### src/hw/wcmp_pkg.sv
package wcmp_pkg;

  // ----------------------------------------------------------------
  // Widths
  // ----------------------------------------------------------------
  localparam int ADDR_W = 9;
  localparam int DATA_W = 32;
  localparam int IDX_W  = ADDR_W - 2;
  localparam int RES_W  = 12;
  localparam int HYS_W  = 6;
  localparam int CNT_W  = 4;
  localparam int NCH    = 2;
  localparam int IRQ_W  = 2;

  // ----------------------------------------------------------------
  // Register indices (byte address is four times the index)
  // ----------------------------------------------------------------
  localparam logic [IDX_W-1:0] IDX_FIRST_CHAN = 7'h03;
  localparam logic [IDX_W-1:0] IDX_UNDER      = 7'h0c;
  localparam logic [IDX_W-1:0] IDX_OVER       = 7'h0e;
  localparam logic [IDX_W-1:0] IDX_EVCNT      = 7'h36;
  localparam logic [IDX_W-1:0] IDX_HYS0       = 7'h40;
  localparam logic [IDX_W-1:0] IDX_HYS1       = 7'h41;
  localparam logic [IDX_W-1:0] IDX_THR0       = 7'h50;
  localparam logic [IDX_W-1:0] IDX_THR1       = 7'h51;
  localparam logic [IDX_W-1:0] IDX_CTRL       = 7'h52;
  localparam logic [IDX_W-1:0] IDX_STATUS     = 7'h53;
  localparam logic [IDX_W-1:0] IDX_IRQ_STAT   = 7'h60;
  localparam logic [IDX_W-1:0] IDX_IRQ_MASK   = 7'h61;

  // ----------------------------------------------------------------
  // Field positions and codes
  // ----------------------------------------------------------------
  localparam int EVCNT_LSB     = 4;
  localparam int CHID_LSB      = 4;
  localparam int THR_HIGH_LSB  = 16;
  localparam int CTRL_SEQ_BIT  = 0;
  localparam int IRQ_UNDER_BIT = 0;
  localparam int IRQ_OVER_BIT  = 1;
  localparam logic [3:0] CHID_CH0 = 4'h0;
  localparam logic [3:0] CHID_CH1 = 4'h1;
  localparam logic [1:0] RESP_OKAY   = 2'h0;
  localparam logic [1:0] RESP_SLVERR = 2'h2;

  // ----------------------------------------------------------------
  // Values after reset
  // ----------------------------------------------------------------
  localparam logic [HYS_W-1:0] RST_HYS      = 6'h00;
  localparam logic [CNT_W-1:0] RST_EVCNT    = 4'h0;
  localparam logic [3:0]       RST_CHID     = 4'h0;
  localparam logic [RES_W-1:0] RST_THR_LOW  = 12'h000;
  localparam logic [RES_W-1:0] RST_THR_HIGH = 12'hfff;
  localparam logic [IRQ_W-1:0] RST_IRQ_MASK = 2'h0;

  // ----------------------------------------------------------------
  // Carriers
  // ----------------------------------------------------------------
  typedef struct packed {
    logic [ADDR_W-1:0] awaddr;
    logic              awvalid;
    logic [DATA_W-1:0] wdata;
    logic [3:0]        wstrb;
    logic              wvalid;
    logic              bready;
    logic [ADDR_W-1:0] araddr;
    logic              arvalid;
    logic              rready;
  } axil_req_t;

  typedef struct packed {
    logic              awready;
    logic              wready;
    logic [1:0]        bresp;
    logic              bvalid;
    logic              arready;
    logic [DATA_W-1:0] rdata;
    logic [1:0]        rresp;
    logic              rvalid;
  } axil_rsp_t;

  typedef struct packed {
    logic             valid;
    logic             chan;
    logic [RES_W-1:0] result;
  } conv_sample_t;

  typedef struct packed {
    logic [RES_W-1:0] low;
    logic [RES_W-1:0] high;
  } thresh_t;

endpackage

### src/hw/window_comparator_alert_status.sv
`timescale 1ns/1ns
module window_comparator_alert_status
  import wcmp_pkg::*;
(
  input  wire logic                   aclk,
  input  wire logic                   aresetn,
  input  wire wcmp_pkg::axil_req_t    axil_req,
  output wcmp_pkg::axil_rsp_t         axil_rsp,
  input  wire wcmp_pkg::conv_sample_t conv,
  input  wire logic                   busy,
  input  wire logic                   gc_reset,
  output logic                        alert,
  output logic                        seq_go_pulse,
  output logic                        irq
);
  import wcmp_pkg::*;

  // ----------------------------------------------------------------
  // State
  // ----------------------------------------------------------------
  axil_rsp_t         rsp_r,       rsp_nxt;
  logic [ADDR_W-1:0] awaddr_r,    awaddr_nxt;
  logic [DATA_W-1:0] wdata_r,     wdata_nxt;
  logic [3:0]        wstrb_r,     wstrb_nxt;
  logic              aw_have_r,   aw_have_nxt;
  logic              w_have_r,    w_have_nxt;
  logic [HYS_W-1:0]  hys_r [NCH];
  logic [HYS_W-1:0]  hys_nxt [NCH];
  thresh_t           thr_r [NCH];
  thresh_t           thr_nxt [NCH];
  logic [CNT_W-1:0]  evcnt_r,     evcnt_nxt;
  logic [3:0]        chid_r,      chid_nxt;
  logic              chid_done_r, chid_done_nxt;
  logic [NCH-1:0]    under_r,     under_nxt;
  logic [NCH-1:0]    over_r,      over_nxt;
  logic [IRQ_W-1:0]  irq_stat_r,  irq_stat_nxt;
  logic [IRQ_W-1:0]  irq_mask_r,  irq_mask_nxt;
  logic              alert_r,     alert_nxt;
  logic              irq_r,       irq_nxt;
  logic              seq_go_r,    seq_go_nxt;
  logic [NCH-1:0]    under_hit;
  logic [NCH-1:0]    over_hit;
  logic              wr_fire;
  logic              rd_fire;
  logic [IDX_W-1:0]  wr_idx;
  logic [IDX_W-1:0]  rd_idx;
  logic [DATA_W-1:0] byte_mask;
  logic [DATA_W-1:0] rd_word;
  logic              rd_ok;
  logic              wr_ok;

  // ----------------------------------------------------------------
  // Per-channel comparators
  // ----------------------------------------------------------------
  genvar ch;
  generate
    for (ch = 0; ch < NCH; ch++) begin : g_chan
      wcmp_channel u_chan (
        .aclk         (aclk),
        .aresetn      (aresetn),
        .restart      (gc_reset),
        .sample_valid (conv.valid && (conv.chan == 1'(ch))),
        .result       (conv.result),
        .thresh       (thr_r[ch]),
        .hyst         (hys_r[ch]),
        .event_count  (evcnt_r),
        .under_hit    (under_hit[ch]),
        .over_hit     (over_hit[ch])
      );
    end
  endgenerate

  // ----------------------------------------------------------------
  // Bus decode
  // ----------------------------------------------------------------
  // Write commits once both address and data are held and no response is pending
  assign wr_fire   = aw_have_r && w_have_r && !rsp_r.bvalid;
  assign rd_fire   = axil_req.arvalid && rsp_r.arready;
  assign wr_idx    = awaddr_r[ADDR_W-1:2];
  assign rd_idx    = axil_req.araddr[ADDR_W-1:2];
  assign byte_mask = {{8{wstrb_r[3]}}, {8{wstrb_r[2]}}, {8{wstrb_r[1]}}, {8{wstrb_r[0]}}};

  always_comb begin
    rd_word = '0;
    rd_ok   = 1'b1;
    unique case (rd_idx)
      IDX_FIRST_CHAN: rd_word[CHID_LSB +: 4] = chid_r;
      IDX_UNDER:      rd_word[NCH-1:0] = under_r;
      IDX_OVER:       rd_word[NCH-1:0] = over_r;
      IDX_EVCNT:      rd_word[EVCNT_LSB +: CNT_W] = evcnt_r;
      IDX_HYS0:       rd_word[HYS_W-1:0] = hys_r[0];
      IDX_HYS1:       rd_word[HYS_W-1:0] = hys_r[1];
      IDX_THR0:       rd_word = {4'h0, thr_r[0].high, 4'h0, thr_r[0].low};
      IDX_THR1:       rd_word = {4'h0, thr_r[1].high, 4'h0, thr_r[1].low};
      IDX_STATUS:     rd_word[0] = busy;
      IDX_IRQ_STAT:   rd_word[IRQ_W-1:0] = irq_stat_r;
      IDX_IRQ_MASK:   rd_word[IRQ_W-1:0] = irq_mask_r;
      default:        rd_ok = 1'b0;
    endcase
  end

  always_comb begin
    unique case (wr_idx)
      IDX_UNDER, IDX_OVER, IDX_EVCNT, IDX_HYS0, IDX_HYS1, IDX_THR0, IDX_THR1,
      IDX_CTRL, IDX_IRQ_MASK, IDX_FIRST_CHAN, IDX_STATUS, IDX_IRQ_STAT: wr_ok = 1'b1;
      default: wr_ok = 1'b0;
    endcase
  end

  // ----------------------------------------------------------------
  // Next-state logic
  // ----------------------------------------------------------------
  always_comb begin
    logic [NCH-1:0] under_clr;
    logic [NCH-1:0] over_clr;
    logic [IRQ_W-1:0] irq_clr;
    logic [DATA_W-1:0] thr_word;
    under_clr     = '0;
    over_clr      = '0;
    irq_clr       = '0;
    thr_word      = '0;
    rsp_nxt       = rsp_r;
    awaddr_nxt    = awaddr_r;
    wdata_nxt     = wdata_r;
    wstrb_nxt     = wstrb_r;
    aw_have_nxt   = aw_have_r;
    w_have_nxt    = w_have_r;
    hys_nxt       = hys_r;
    thr_nxt       = thr_r;
    evcnt_nxt     = evcnt_r;
    irq_mask_nxt  = irq_mask_r;
    seq_go_nxt    = 1'b0;
    // Write address and data are taken in either order
    if (axil_req.awvalid && rsp_r.awready) begin
      awaddr_nxt  = axil_req.awaddr;
      aw_have_nxt = 1'b1;
    end
    if (axil_req.wvalid && rsp_r.wready) begin
      wdata_nxt  = axil_req.wdata;
      wstrb_nxt  = axil_req.wstrb;
      w_have_nxt = 1'b1;
    end
    if (wr_fire) begin
      rsp_nxt.bvalid = 1'b1;
      rsp_nxt.bresp  = wr_ok ? RESP_OKAY : RESP_SLVERR;
      if (wstrb_r[0]) begin
        unique case (wr_idx)
          IDX_UNDER:    under_clr = wdata_r[NCH-1:0];
          IDX_OVER:     over_clr  = wdata_r[NCH-1:0];
          IDX_EVCNT:    evcnt_nxt = wdata_r[EVCNT_LSB +: CNT_W];
          IDX_HYS0:     hys_nxt[0] = wdata_r[HYS_W-1:0];
          IDX_HYS1:     hys_nxt[1] = wdata_r[HYS_W-1:0];
          IDX_CTRL:     seq_go_nxt = wdata_r[CTRL_SEQ_BIT];
          IDX_IRQ_MASK: irq_mask_nxt = wdata_r[IRQ_W-1:0];
          default:      ;
        endcase
      end
      for (int i = 0; i < NCH; i++) begin
        if (wr_idx == (IDX_THR0 + IDX_W'(i))) begin
          thr_word   = ({4'h0, thr_r[i].high, 4'h0, thr_r[i].low} & ~byte_mask) | (wdata_r & byte_mask);
          thr_nxt[i] = {thr_word[RES_W-1:0], thr_word[THR_HIGH_LSB +: RES_W]};
        end
      end
    end
    if (rsp_r.bvalid && axil_req.bready) begin
      rsp_nxt.bvalid = 1'b0;
      aw_have_nxt    = 1'b0;
      w_have_nxt     = 1'b0;
    end
    rsp_nxt.awready = !aw_have_nxt;
    rsp_nxt.wready  = !w_have_nxt;
    // Read answers one cycle after the address is taken
    if (rd_fire) begin
      rsp_nxt.arready = 1'b0;
      rsp_nxt.rvalid  = 1'b1;
      rsp_nxt.rdata   = rd_word;
      rsp_nxt.rresp   = rd_ok ? RESP_OKAY : RESP_SLVERR;
      if (rd_idx == IDX_IRQ_STAT) begin
        irq_clr = irq_stat_r;
      end
    end else if (rsp_r.rvalid && axil_req.rready) begin
      rsp_nxt.rvalid  = 1'b0;
      rsp_nxt.arready = 1'b1;
      rsp_nxt.rdata   = '0;
    end
    // Address channel reopens after reset as well as after each answer
    rsp_nxt.arready = !rsp_nxt.rvalid;
    // New hits win over any clear in the same cycle
    if (gc_reset) begin
      under_nxt = under_hit;
      over_nxt  = over_hit;
    end else begin
      under_nxt = (under_r & ~under_clr) | under_hit;
      over_nxt  = (over_r & ~over_clr) | over_hit;
    end
    irq_stat_nxt = (irq_stat_r & ~irq_clr);
    irq_stat_nxt[IRQ_UNDER_BIT] = irq_stat_nxt[IRQ_UNDER_BIT] | (|under_hit);
    irq_stat_nxt[IRQ_OVER_BIT]  = irq_stat_nxt[IRQ_OVER_BIT] | (|over_hit);
    // Channel 0 is named when both channels alert in the same cycle
    chid_nxt      = chid_r;
    chid_done_nxt = chid_done_r;
    if (gc_reset || seq_go_nxt) begin
      chid_nxt      = RST_CHID;
      chid_done_nxt = 1'b0;
    end else if (!chid_done_r && (|(under_hit | over_hit))) begin
      chid_nxt      = (under_hit[0] || over_hit[0]) ? CHID_CH0 : CHID_CH1;
      chid_done_nxt = 1'b1;
    end
    alert_nxt = |{under_nxt, over_nxt};
    irq_nxt   = |(irq_stat_nxt & irq_mask_nxt);
  end

  // ----------------------------------------------------------------
  // Registers
  // ----------------------------------------------------------------
  always_ff @(posedge aclk) begin
    if (!aresetn) begin
      rsp_r       <= '0;
      awaddr_r    <= '0;
      wdata_r     <= '0;
      wstrb_r     <= '0;
      aw_have_r   <= 1'b0;
      w_have_r    <= 1'b0;
      for (int i = 0; i < NCH; i++) begin
        hys_r[i]      <= RST_HYS;
        thr_r[i].low  <= RST_THR_LOW;
        thr_r[i].high <= RST_THR_HIGH;
      end
      evcnt_r     <= RST_EVCNT;
      chid_r      <= RST_CHID;
      chid_done_r <= 1'b0;
      under_r     <= '0;
      over_r      <= '0;
      irq_stat_r  <= '0;
      irq_mask_r  <= RST_IRQ_MASK;
      alert_r     <= 1'b0;
      irq_r       <= 1'b0;
      seq_go_r    <= 1'b0;
    end else begin
      rsp_r       <= rsp_nxt;
      awaddr_r    <= awaddr_nxt;
      wdata_r     <= wdata_nxt;
      wstrb_r     <= wstrb_nxt;
      aw_have_r   <= aw_have_nxt;
      w_have_r    <= w_have_nxt;
      hys_r       <= hys_nxt;
      thr_r       <= thr_nxt;
      evcnt_r     <= evcnt_nxt;
      chid_r      <= chid_nxt;
      chid_done_r <= chid_done_nxt;
      under_r     <= under_nxt;
      over_r      <= over_nxt;
      irq_stat_r  <= irq_stat_nxt;
      irq_mask_r  <= irq_mask_nxt;
      alert_r     <= alert_nxt;
      irq_r       <= irq_nxt;
      seq_go_r    <= seq_go_nxt;
    end
  end

  assign axil_rsp     = rsp_r;
  assign alert        = alert_r;
  assign irq          = irq_r;
  assign seq_go_pulse = seq_go_r;

  // ----------------------------------------------------------------
  // Checks
  // ----------------------------------------------------------------
  logic [IDX_W-1:0] rd_idx_r;
  always_ff @(posedge aclk) begin
    if (!aresetn) begin
      rd_idx_r <= '0;
    end else if (rd_fire) begin
      rd_idx_r <= rd_idx;
    end
  end
endmodule

### src/hw/wcmp_channel.sv
`timescale 1ns/1ns
module wcmp_channel
  import wcmp_pkg::*;
(
  input  wire logic                   aclk,
  input  wire logic                   aresetn,
  input  wire logic                   restart,
  input  wire logic                   sample_valid,
  input  wire logic [RES_W-1:0]       result,
  input  wire thresh_t                thresh,
  input  wire logic [HYS_W-1:0]       hyst,
  input  wire logic [CNT_W-1:0]       event_count,
  output logic                        under_hit,
  output logic                        over_hit
);
  logic             low_act_r,  low_act_nxt;
  logic             high_act_r, high_act_nxt;
  logic [CNT_W:0]   under_cnt_r, under_cnt_nxt;
  logic [CNT_W:0]   over_cnt_r,  over_cnt_nxt;
  logic             under_hit_r, under_hit_nxt;
  logic             over_hit_r,  over_hit_nxt;
  logic [CNT_W:0]   required;
  logic [RES_W:0]   low_rel;
  logic [RES_W:0]   res_up;

  assign required = {1'b0, event_count} + {{CNT_W{1'b0}}, 1'b1};
  assign low_rel  = {1'b0, thresh.low} + {{(RES_W+1-HYS_W){1'b0}}, hyst};
  assign res_up   = {1'b0, result} + {{(RES_W+1-HYS_W){1'b0}}, hyst};

  always_comb begin
    low_act_nxt   = low_act_r;
    high_act_nxt  = high_act_r;
    under_cnt_nxt = under_cnt_r;
    over_cnt_nxt  = over_cnt_r;
    under_hit_nxt = 1'b0;
    over_hit_nxt  = 1'b0;
    if (restart) begin
      low_act_nxt   = 1'b0;
      high_act_nxt  = 1'b0;
      under_cnt_nxt = '0;
      over_cnt_nxt  = '0;
    end else if (sample_valid) begin
      // Once active, low side releases only above low plus hysteresis, high side only below high minus hysteresis
      low_act_nxt  = low_act_r ? ({1'b0, result} <= low_rel) : (result <= thresh.low);
      high_act_nxt = high_act_r ? (res_up >= {1'b0, thresh.high}) : (result >= thresh.high);
      // A miss restarts the run of consecutive hits
      under_cnt_nxt = !low_act_nxt ? '0 : (under_cnt_r == required) ? under_cnt_r : under_cnt_r + 1'b1;
      over_cnt_nxt  = !high_act_nxt ? '0 : (over_cnt_r == required) ? over_cnt_r : over_cnt_r + 1'b1;
      under_hit_nxt = low_act_nxt && (under_cnt_nxt == required);
      over_hit_nxt  = high_act_nxt && (over_cnt_nxt == required);
    end
  end

  always_ff @(posedge aclk) begin
    if (!aresetn) begin
      low_act_r   <= 1'b0;
      high_act_r  <= 1'b0;
      under_cnt_r <= '0;
      over_cnt_r  <= '0;
      under_hit_r <= 1'b0;
      over_hit_r  <= 1'b0;
    end else begin
      low_act_r   <= low_act_nxt;
      high_act_r  <= high_act_nxt;
      under_cnt_r <= under_cnt_nxt;
      over_cnt_r  <= over_cnt_nxt;
      under_hit_r <= under_hit_nxt;
      over_hit_r  <= over_hit_nxt;
    end
  end

  assign under_hit = under_hit_r;
  assign over_hit  = over_hit_r;

endmodule

### config.mk
export PLATFORM = sky130hd
export DESIGN_NAME = window_comparator_alert_status
export DESIGN_NICKNAME = d
export VERILOG_FILES = /design/src/hw/wcmp_pkg.sv /design/src/hw/window_comparator_alert_status.sv /design/src/hw/wcmp_channel.sv
export SDC_FILE = /design/constraint.sdc
export NUM_CORES = 1
export LEC_CHECK = 0
export ABC_AREA = 1
export BUFFER_PORTS_ARGS = -buffer_cell sky130_fd_sc_hd__buf_2
export CORE_ASPECT_RATIO = 1.25
export CORE_MARGIN = 2
export CORE_UTILIZATION = 45
export CTS_CLUSTER_DIAMETER = 80
export CTS_CLUSTER_SIZE = 20
export DETAILED_ROUTE_END_ITERATION = 8
export GPL_TIMING_DRIVEN = 0
export HOLD_SLACK_MARGIN = 0.15
export PLACE_DENSITY = 0.75
export SYNTH_ARGS = -nofsm -noshare
export SYNTH_HDL_FRONTEND = slang
export SYNTH_SLANG_ARGS = --single-unit
### constraint.sdc
create_clock -name aclk -period 10.05 [get_ports aclk]
set_input_delay 1.005 -clock aclk [delete_from_list [all_inputs] [get_ports aclk]]
set_output_delay 1.005 -clock aclk [all_outputs]
set_load 0.01 [all_outputs]
==> impl_metrics.csv, run 1 <==
group,metric,value,unit
timing,setup_violations,0,
timing,rsz0062_at_grt,"no",
worst_setup_path,required,10.39,ns
run,drv_cap,0,
worst_setup_path,crit_fanout,10,
grt,antenna_found_initial,0,
clock_network,clkSinkCount,173,
timing,skew,0.0134,ns
synthesis,postSynthAreaPerCell,7.04,sq um
worst_setup_path,max_stage_delay,0.46,ns
clock_network,clk_pin_slew_worst_paths,0.07,ns
grt,grt_max_degree,17,
synthesis,synth_seq_cells,173,
power_and_ir_drop,power.density,121,nW/um^2
synthesis,yosysSeqAreaShare,30.3,%
status,status,"complete, no violations",
die,dieArea,26700,sq um
detailed_routing,drcViolationCount,0,
cells_and_area,nNetsFinal,1956,
worst_setup_path,criticalPathCategory,"in -> reg",
grt,grt_pass1_wl,55200,um
cells_and_area,nFillCells,2503,
placement,post_dp_cell_area,12400,sq um
detailed_routing,via_count,11560,
timing,fmax,0.215,GHz
die,core-area,25100,sq um
die,dieHeight,182,um
clock_network,cts_max_path_buffers,2,
cells_and_area,area_growth,13.7,%
power_and_ir_drop,leakage,0.00587,uW
timing,tightest_slew,0.786,ns
worst_setup_path,r2r_setup_slack,5.79,ns
synthesis,synthesis.area,11400,sq um
timing,finalCritPeriodShare,46.2,%
timing,slew_headroom,47.6,%
detailed_routing,via_per_inst,5.51,
die,placementRows,65,
detailed_routing,wl_per_cell,16.6,um
clock_network,postCtsSetupBuffers,0,
clock_network,htreeDepth,4,
clock_network,insertion_delay,0.45,ns
grt,grt_pass1_vias,10860,
detailed_routing,wl,34900,um
synthesis,async_reset_ff_share,0,%
timing,whs,0.463,ns
synthesis,syn-instance-count,1624,
clock_network,hold_buffers,0,
worst_setup_path,crit_arrival,4.98,ns
die,die_x,147,um
timing,hold_violations,0,
worst_setup_path,critPathCaptureType,"register",
cells_and_area,design_area,13000,sq um
worst_setup_path,worstSetupStartpointType,"primary input",
detailed_routing,drt_pass1_iterations,5,
detailed_routing,drt-initial-drc-count,705,
clock_network,cts_inserted_buffers,17,
synthesis,synth_edf_count,0,
grt,gr-usage-all-layers,26.0,%
clock_network,cts_resized,0,
die,ios,121,
synthesis,ys.flop_type,"dfxtp_1",
die,start_util,45.5,%
cells_and_area,drive_above_1_share,9.99,%
worst_setup_path,path_common_cell,"nor2_1",
grt,grt_overflow_total,0,
detailed_routing,postRouteAntennaNets,0,
timing,finalMaxSlewViolations,0,
cells_and_area,diodes,0,
placement,dp_hpwl,27500,um
placement,place_congestion,0.961,
placement,portBuffers,98,
worst_setup_path,crit_chain,"buf_2 > ha_1 > a21oi_1 > nand2_1 > a21o_1 > a21oi_1 > nor2_1 > o21ai_0 > nor2_1 > xor2_1 > ha_1 > and3_1 > nand3_1 > nor2_1 > o21ai_0 > nand4_1 > nand3_1 > nor2_1 > nor2_1 > nand3_1 > nor2_1",
timing,setup-tns-final,0,ns
clock_network,cts_tree,"built",
synthesis,yosysWarnings,0,
power_and_ir_drop,ir_worst_vdd,126,uV
worst_setup_path,crit_slowest_cell,"nand4_1",
timing,fin_crit,4.64,ns
synthesis,yosysUniqueCellTypes,54,
clock_network,cts_root_buf,"clkbuf_16",
min_path,hp-class,"reg -> reg",
==> per-stage QoR <==
stage	instances	power (uW)	setup WS [ns]	utilization, %
6_report	2097	1570	5.41	51.7
5_1_grt	2097	1620	5.02	51.7
2_1_floorplan	1633	816	6.11	-
4_1_cts	2097	1570	5.41	51.7
3_5_place_dp	2066	876	4.97	49.3
3_3_place_gp	2066	871	4.99	49.3
==> power breakdown <==
group          switching, uW  leakage [uW]  total [uW]  internal [uW]
Combinational            101       0.00416         152           51.1
Sequential              13.0       0.00140         712            699
Clock                    302      0.000305         707            404
==> worst max-delay path, delay by kind of cell <==
kind | cells | cell delay (ns)
adder cells (fa/ha/maj) | 2 | 0.69
AND/OR/NAND/NOR | 12 | 1.89
buffers and inverters | 1 | 0.18
AO/OA/AOI/OAI | 5 | 1.04
XOR/XNOR | 1 | 0.16
==> final timing paths <==
| check | startpoint | endpoint | depth (start not counted) |
|---|---|---|---|
| min reg2reg | axil_rsp[30] | axil_rsp[30] | 2 |
| min | axil_rsp[30] | axil_rsp[30] | 2 |
| max | conv[2] | g_chan[0].u_chan.over_hit | 21 |
| max reg2reg | hys_r[8] | g_chan[0].u_chan.over_hit | 20 |
==> Yosys cell counts (3+ instances only) <==
| master | n | area share, % |
|---|---|---|
| nor3_1 | 25 | 1.1 |
| o211ai_1 | 27 | 1.8 |
| buf_4 | 12 | 0.79 |
| o21ai_0 | 118 | 5.2 |
| buf_2 | 3 | 0.13 |
| a21oi_1 | 148 | 6.5 |
| nor2_1 | 147 | 4.8 |
| dfxtp_1 | 173 | 30 |
| a31oi_1 | 6 | 0.33 |
| nor4_1 | 4 | 0.22 |
| o22ai_1 | 33 | 1.8 |
| nand2_4 | 5 | 0.49 |
| fa_1 | 4 | 0.70 |
| nand4_1 | 33 | 1.8 |
| a221oi_1 | 5 | 0.38 |
| inv_1 | 202 | 6.6 |
| nand2_2 | 4 | 0.22 |
| nand2_1 | 313 | 10 |
| xnor2_1 | 10 | 0.77 |
| clkinv_1 | 5 | 0.16 |
| o21ai_1 | 12 | 0.53 |
| inv_2 | 7 | 0.23 |
| xor2_1 | 44 | 3.4 |
| nor2_2 | 5 | 0.27 |
| clkbuf_1 | 30 | 0.98 |
| nand3_1 | 84 | 3.7 |
| a211oi_1 | 4 | 0.26 |
| buf_1 | 3 | 0.098 |
| ha_1 | 125 | 14 |
==> layer usage <==
metal	wire length, um	global-route usage, %
met1	14400	31.3
met2	16800	45.0
met3	1910	3.10
met4	1780	14.4
met5	0	0
==> final cells by class <==
cell class                      count  area, sq um  share of cell area [%]
Sequential cell                   173         3460                    26.6
Buffer                             48          229                    1.76
Clock inverter                     13          179                    1.38
Tap cell                          335          419                    3.22
Timing Repair Buffer               98          490                    3.77
Clock buffer                       18          439                    3.38
Inverter                          215          808                    6.22
Multi-Input combinational cell   1197         6970                    53.6
==> cells in the final DEF (no fill, tap or decap), types with 3 or more instances in the layout <==
master / Yosys / routed
clkinv_1: 5 / 5
a31oi_1: 6 / 6
nand4_1: 33 / 33
buf_1: 3 / 3
o21ai_1: 12 / 12
buf_4: 12 / 12
a221oi_1: 5 / 5
o21ai_0: 118 / 118
nand2_4: 5 / 5
clkbuf_1: 30 / 30
inv_1: 202 / 202
conb_1: 1 / 10
nor2_1: 147 / 147
inv_8: 0 / 4
inv_2: 7 / 7
o211ai_1: 27 / 27
a211oi_1: 4 / 4
clkbuf_16: 0 / 17
fa_1: 4 / 4
ha_1: 125 / 125
inv_6: 0 / 3
bufinv_16: 0 / 3
a21oi_1: 148 / 148
nand2_2: 4 / 4
clkinv_2: 1 / 3
nor2_2: 5 / 5
nand2_1: 313 / 313
xnor2_1: 10 / 10
buf_2: 3 / 101
nand3_1: 84 / 84
xor2_1: 44 / 44
nor3_1: 25 / 25
dfxtp_1: 173 / 173
nor4_1: 4 / 4
o22ai_1: 33 / 33
==> kinds of logic (layout without fill, tap and decap cells) <==
| group | Yosys count | count (layout) | synth area share [%] |
|---|---|---|---|
| compound gates | 369 | 369 | 17.9 |
| xor+xnor | 56 | 56 | 4.42 |
| fa+ha+maj | 129 | 129 | 14.4 |
| buf+inv | 263 | 392 | 9.07 |
| flops | 173 | 173 | 30.3 |
| other cells | 1 | 10 | 0.0328 |
| simple gates | 633 | 633 | 23.9 |
No activity file was read; power rests on OpenSTA's default activity.
==> inputs of run 2 (changes only) <==
--- a/config.mk
+++ b/config.mk
@@ -5,7 +5,7 @@
 export SDC_FILE = /design/constraint.sdc
 export NUM_CORES = 1
 export LEC_CHECK = 0
-export ABC_AREA = 1
+export ABC_AREA = 0
 export BUFFER_PORTS_ARGS = -buffer_cell sky130_fd_sc_hd__buf_2
 export CORE_ASPECT_RATIO = 1.25
 export CORE_MARGIN = 2
@@ -15,7 +15,7 @@
 export DETAILED_ROUTE_END_ITERATION = 8
 export GPL_TIMING_DRIVEN = 0
 export HOLD_SLACK_MARGIN = 0.15
-export PLACE_DENSITY = 0.75
+export PLACE_DENSITY = 0.77
 export SYNTH_ARGS = -nofsm -noshare
 export SYNTH_HDL_FRONTEND = slang
 export SYNTH_SLANG_ARGS = --single-unit
==> constraint.sdc (replaced) <==
create_clock -name aclk -period 3.8 [get_ports aclk]
set_input_delay 0.38 -clock aclk [delete_from_list [all_inputs] [get_ports aclk]]
set_output_delay 0.38 -clock aclk [all_outputs]
set_load 0.01 [all_outputs]
==> impl_metrics.csv, run 2 <==
group,metric,value,unit
worst_setup_path,crit_fanout,3,
clock_network,clk_pin_slew_worst_paths,0.07,ns
power_and_ir_drop,p_sw,1100,uW
timing,finalCritPeriodShare,101,%
die,core-area,25300,sq um
synthesis,synth_edf_count,0,
cells_and_area,nNetsFinal,1758,
timing,tightest_slew,1.27,ns
cells_and_area,mostFrequentLayoutCell,"nand2_1",
synthesis,synth_common_cells,"nand2_1 (183), dfxtp_1 (173), ha_1 (125), a21oi_1 (120), nor2_1 (95)",
worst_setup_path,critical_path.top_delay_family,"compound AO/OA/AOI/OAI gates",
worst_setup_path,crit_buf_inv,2,
power_and_ir_drop,p_int,3060,uW
timing,fmax,0.261,GHz
clock_network,cts_tree,"built",
power_and_ir_drop,sw_frac_of_total,26.4,%
cells_and_area,final_cell_mix,"nand2_1 (182), dfxtp_1 (164), ha_1 (124)",
power_and_ir_drop,ir_worst_vdd,335,uV
timing,rsz0062_at_grt,"yes",
worst_setup_path,worstSetupStartpointType,"register",
synthesis,synth_seq_cells,173,
status,violations,"negative setup slack",
synthesis,synth-simple-area-share,20.3,%
cells_and_area,nFillCells,2262,
min_path,hp-class,"in -> reg",
clock_network,cts_inserted_buffers,17,
timing,hold_violations,0,
cells_and_area,area_growth,17.0,%
grt,grt_overflow_total,0,
placement,dp_hpwl,27700,um
synthesis,yosysWarnings,0,
run,drv_cap,0,
power_and_ir_drop,report.power.total,4160,uW
clock_network,htreeDepth,4,
synthesis,ys.flop_type,"dfxtp_1",
synthesis,yosys.area.top_type,"dfxtp_1",
synthesis,synth_mux_area_share,2.34,%
timing,setup-tns-final,-0.0303,ns
die,placementRows,65,
detailed_routing,postRouteAntennaNets,0,
synthesis,synthTopCellsByArea,"dfxtp_1 (30%), ha_1 (13%), nand2_1 (5.9%)",
worst_setup_path,crit_slowest_cell,"dfxtp_4",
grt,gr-usage-all-layers,26.5,%
die,die_x,148,um
cells_and_area,drive_above_1_share,15.2,%
clock_network,insertion_delay,0.44,ns
grt,antenna_found_initial,2,
synthesis,postSynthAreaPerCell,8.19,sq um
synthesis,synthAdderAreaFrac,14.2,%
die,ios,121,
power_and_ir_drop,p_comb_share,11.0,%
power_and_ir_drop,p_clk_share,43.9,%
synthesis,synthXorXnorAreaFrac,5.96,%
clock_network,cts_max_path_buffers,2,
detailed_routing,via_count,11307,
die,dieArea,27100,sq um
timing,fin_crit,3.83,ns
synthesis,async_reset_ff_share,0,%
timing,slew_headroom,14.8,%
detailed_routing,wl,36200,um
worst_setup_path,crit_arrival,4.17,ns
worst_setup_path,criticalPathCategory,"reg -> reg",
cells_and_area,design_area,13600,sq um
detailed_routing,via_per_inst,5.95,
detailed_routing,drcViolationCount,0,
synthesis,synth_most_common_cell,"nand2_1",
die,dieHeight,183,um
synthesis,synth_top_area_share,29.9,%
detailed_routing,drt-initial-drc-count,819,
worst_setup_path,critPathCaptureType,"register",
worst_setup_path,max_stage_delay,0.37,ns
detailed_routing,wl_per_cell,19.1,um
power_and_ir_drop,power.density,307,nW/um^2
timing,setup_ws,-0.0303,ns
synthesis,synth_top_family_by_area,"compound AO/OA/AOI/OAI gates",
worst_setup_path,crit_chain,"ha_4 > inv_2 > fa_2 > nor2b_2 > o31a_1 > o21ai_2 > nand2b_1 > nand3_2 > xnor2_2 > ha_1 > and3_4 > a221oi_4 > o21ai_1 > a211oi_2 > buf_4 > nor3_2 > a211o_1 > a211oi_2",
timing,finalMaxSlewViolations,0,
timing,skew,0.0137,ns
worst_setup_path,required,4.14,ns
clock_network,clkSinkCount,173,
cells_and_area,final_util,53.6,%
power_and_ir_drop,leakage,0.00564,uW
timing,setup_violations,1,
synthesis,synthesis.area,11600,sq um
grt,grt_max_degree,17,
status,status,"finished, violations left",
grt,grt_pass1_wl,56700,um
placement,post_dp_cell_area,12500,sq um
die,start_util,45.8,%
detailed_routing,drt_pass1_iterations,6,
synthesis,yosysUniqueCellTypes,81,
synthesis,syn-instance-count,1415,
clock_network,cts_root_buf,"clkbuf_16",
grt,grt_pass1_vias,10847,
placement,place_congestion,0.975,
worst_setup_path,path_common_cell,"a211oi_2",
synthesis,synth_compound_area_share,21.7,%
placement,portBuffers,94,
power_and_ir_drop,power.share.sequential,45.1,%
synthesis,yosysSeqAreaShare,29.9,%
-- run 2: changes by cell type in the layout (fill, tap and decap cells not counted), sizes merged, moves of 23 or more --
cell / before / now
xor2: 46 / 14
a21o: 2 / 34
xnor2: 10 / 49
a21oi: 148 / 120
mux2i: 0 / 26
o21ai: 130 / 38
inv: 216 / 89
nand2: 322 / 183
a22oi: 0 / 26
o22ai: 33 / 7
nand3: 85 / 62
nor2: 153 / 95
-- run 2: worst paths after layout --
check | start | end | slack (ns) | depth (start not counted)
max reg2reg | hys_r[0] | g_chan[1].u_chan.over_hit | -0.03 | 18
min | axil_req[40] | wdata_r[23] | 0.17 | 3
max | hys_r[0] | g_chan[1].u_chan.over_hit | -0.03 | 18
min reg2reg | wdata_r[9] | wdata_r[9] | 0.48 | 2
-- run 2: tightest hold or removal path, cell delays in order --
cell and delay (ns):
buf_2 0.10, nand2_1 0.04, a21oi_1 0.05
-- run 2: per-stage QoR --
step                      worst slack, ns  hold slack, ns  instances
after floorplan                     0.279           0.436       1424
after global placement             -0.676           0.466       1853
after detailed placement           -0.793           0.474       1853
after CTS                         0.00333           0.163       1887
after global routing               -0.153           0.171       1899
final                             -0.0303           0.168       1901
-- run 2: repair_timing --
item	in CTS	in global routing
setup endpoints to repair	28	27
resized for setup	21	56
hold buffers	0	0
buffers inserted	3	14
pin swaps	4	29
-- run 2: cells by family (layout without fill, tap and decap cells) --
kind of cell	Yosys count	in the layout
muxes	27	27
and+or+nand+nor	488	488
AOI/OAI and AO/OA	371	371
buffers and inverters	157	297
other	1	12
DFF	173	173
xor gates and xnor gates	69	69
adders and majority gates	129	129
-- run 2: power by group through the flow --
stage | Clock (uW) | Combinational, uW | Sequential (uW)
floorplan | 0 | 279 | 1910
global placement | 0 | 418 | 1920
detailed placement | 0 | 432 | 1920
CTS | 1840 | 440 | 1880
global route | 1910 | 510 | 1880
finish | 1820 | 458 | 1880
-- run 2: layout make-up --
type | instances | area [sq um] | share of cell area (%)
inverter | 82 | 308 | 2.27
buffer | 75 | 348 | 2.57
tap | 335 | 419 | 3.09
sequential | 173 | 3480 | 25.7
timing repair buffer | 109 | 598 | 4.41
clock inverter | 13 | 179 | 1.32
multi-input combinational | 1094 | 7790 | 57.5
antenna | 2 | 5.00 | 0.0369
clock buffer | 18 | 429 | 3.17
-- run 2: routing by layer --
metal | share of wire [%] | wire length, um | up-vias | global-route usage [%]
li1 | - | - | 5374 | -
met1 | 39 | 14000 | 5358 | 31.0
met2 | 48 | 17400 | 442 | 45.2
met3 | 6.4 | 2310 | 133 | 4.57
met4 | 7.0 | 2520 | 0 | 16.4
met5 | 0 | 0 | - | 0
==> inputs of run 3 (changes only) <==
--- a/config.mk
+++ b/config.mk
@@ -5,7 +5,7 @@
 export SDC_FILE = /design/constraint.sdc
 export NUM_CORES = 1
 export LEC_CHECK = 0
-export ABC_AREA = 0
+export ABC_AREA = 1
 export BUFFER_PORTS_ARGS = -buffer_cell sky130_fd_sc_hd__buf_2
 export CORE_ASPECT_RATIO = 1.25
 export CORE_MARGIN = 2
==> impl_metrics.csv, run 3 (synthesis results as in run 1) <==
group,metric,value,unit
status,status,"complete, no violations",
power_and_ir_drop,leakage,0.00592,uW
cells_and_area,final_cell_mix,"nand2_1 (306), inv_1 (199), dfxtp_1 (166)",
clock_network,clkSinkCount,173,
placement,dp_hpwl,27600,um
timing,finalCritPeriodShare,95.6,%
cells_and_area,drive_above_1_share,13.0,%
die,dieArea,26700,sq um
cells_and_area,design_area,13300,sq um
cells_and_area,diodes,0,
detailed_routing,drt_pass1_iterations,6,
cells_and_area,nFillCells,2360,
power_and_ir_drop,power.density,315,nW/um^2
timing,fin_crit,3.63,ns
clock_network,cts_root_buf,"clkbuf_16",
timing,slew_headroom,46.5,%
detailed_routing,wl_met1,14200,um
placement,dp.cells,2066,
clock_network,cts_tree,"built",
detailed_routing,wl_per_cell,16.8,um
clock_network,clk_pin_slew_worst_paths,0.08,ns
power_and_ir_drop,ir_worst_vdd,302,uV
cells_and_area,mostFrequentLayoutCell,"nand2_1",
die,core-area,25100,sq um
timing,skew,0.0126,ns
timing,setup_violations,0,
die,placementRows,65,
clock_network,insertion_delay,0.45,ns
grt,grt_overflow_total,0,
timing,finalMaxSlewViolations,0,
timing,hold_violations,0,
run,drv_cap,0,
detailed_routing,top_layer,"met4",
min_path,hp-class,"in -> reg",
placement,portBuffers,98,
grt,grt_max_degree,20,
detailed_routing,drcViolationCount,0,
grt,grt_pass1_vias,11186,
clock_network,cts_max_path_buffers,2,
cells_and_area,final_util,53.0,%
die,dieHeight,182,um
die,die_x,147,um
timing,fmax,0.275,GHz
worst_setup_path,critPathCaptureType,"register",
grt,gr-usage-all-layers,26.2,%
die,start_util,45.5,%
grt,grt_pass1_wl,55700,um
worst_setup_path,required,4.18,ns
detailed_routing,drt-initial-drc-count,982,
die,ios,121,
worst_setup_path,criticalPathCategory,"reg -> reg",
clock_network,htreeDepth,4,
cells_and_area,instances_no_fill,2106,
worst_setup_path,crit_arrival,4.01,ns
clock_network,cts_inserted_buffers,17,
detailed_routing,via_count,11723,
detailed_routing,postRouteAntennaNets,0,
detailed_routing,via_per_inst,5.57,
power_and_ir_drop,report.power.total,4190,uW
cells_and_area,nNetsFinal,1964,
placement,post_dp_cell_area,12400,sq um
detailed_routing,route.met3.wl,2330,um
detailed_routing,wl_met2,17000,um
clock_network,hold_buffers,0,
worst_setup_path,crit_fanout,4,
cells_and_area,area_growth,16.5,%
worst_setup_path,worstSetupStartpointType,"register",
grt,antenna_found_initial,0,
timing,tightest_slew,0.802,ns
detailed_routing,wl,35500,um
placement,place_congestion,0.969,
run 3: changes by cell type in the layout (fill, tap and decap cells not counted), moves of 29 or more:
cell	before	now
xor2_1	14	43
o21ai_0	30	115
a21oi_1	111	145
xnor2_1	47	10
nor2_1	95	139
nand2_1	182	306
a21o_1	34	2
inv_1	81	199
run 3: timing repair:
| item | CTS | global route |
|---|---|---|
| pin swaps | 3 | 14 |
| resized for setup | 16 | 51 |
| buffers inserted | 4 | 4 |
| endpoints found under the setup margin | 18 | 19 |
run 3: worst max-delay path, stage by stage, from the launching register on:
cell and delay (ns):
dfxtp_4 0.38, ha_2 0.17, inv_1 0.05, fa_2 0.34
nand3b_1 0.18, nand2_2 0.08, inv_1 0.07, o21ai_4 0.19
inv_1 0.08, nor2_2 0.17, xor2_2 0.21, ha_1 0.30
nand2_1 0.10, nor2_2 0.04, nand2_1 0.05, nand4_1 0.07
nor2_1 0.09, nand2_1 0.11, nand2_1 0.08, nand3_1 0.08
buf_6 0.17, nand2_4 0.09, inv_2 0.07, nand2_1 0.08
nand2_1 0.05, nand2_1 0.07, nand3_1 0.09, nor2_1 0.10
run 3: final timing paths:
| kind | start | end | slack (ns) | depth (start not counted) |
|---|---|---|---|---|
| setup / recovery | hys_r[0] | g_chan[1].u_chan.over_hit | 0.17 | 27 |
| hold / removal | axil_req[43] | wdata_r[26] | 0.18 | 3 |
| setup reg to reg | hys_r[0] | g_chan[1].u_chan.over_hit | 0.17 | 27 |
| hold reg to reg | axil_rsp[26] | axil_rsp[26] | 0.46 | 2 |
run 3: routing by layer:
layer  GRT usage [%]  vias up
met5               0        -
met4            14.7        0
met3            3.72      122
met2            45.6      502
met1            30.9     5364
li1                -     5735
run 3: cell type report:
class	instances	area, sq um	area share [%]
multi-input cells	1197	7200	54.0
inverters	215	808	6.06
repair buffers	106	554	4.16
flip-flops and latches	173	3480	26.1
plain buffers	48	229	1.72
well taps	335	419	3.14
clock inverters	15	215	1.61
clock buffers	17	425	3.19
run 3: stage by stage:
| stage | setup WS, ns | TNS (ns) | hold WS, ns |
|---|---|---|---|
| 3_3_place_gp | -0.616 | -3.64 | 0.450 |
| 6_report | 0.169 | 0 | 0.179 |
| 2_1_floorplan | 0.482 | 0 | 0.437 |
| 4_1_cts | 0.00552 | 0 | 0.173 |
| 3_5_place_dp | -0.599 | -4.66 | 0.454 |
| 5_1_grt | -0.0688 | -0.107 | 0.199 |
run 3: power by group:
| group | switching [uW] | internal (uW) | leakage (uW) | total [uW] |
|---|---|---|---|---|
| combinational | 271 | 139 | 0.00421 | 409 |
| sequential | 35.8 | 1850 | 0.00141 | 1880 |
| clock | 883 | 1020 | 0.000309 | 1900 |
| total | 1190 | 3000 | 0.00592 | 4190 |
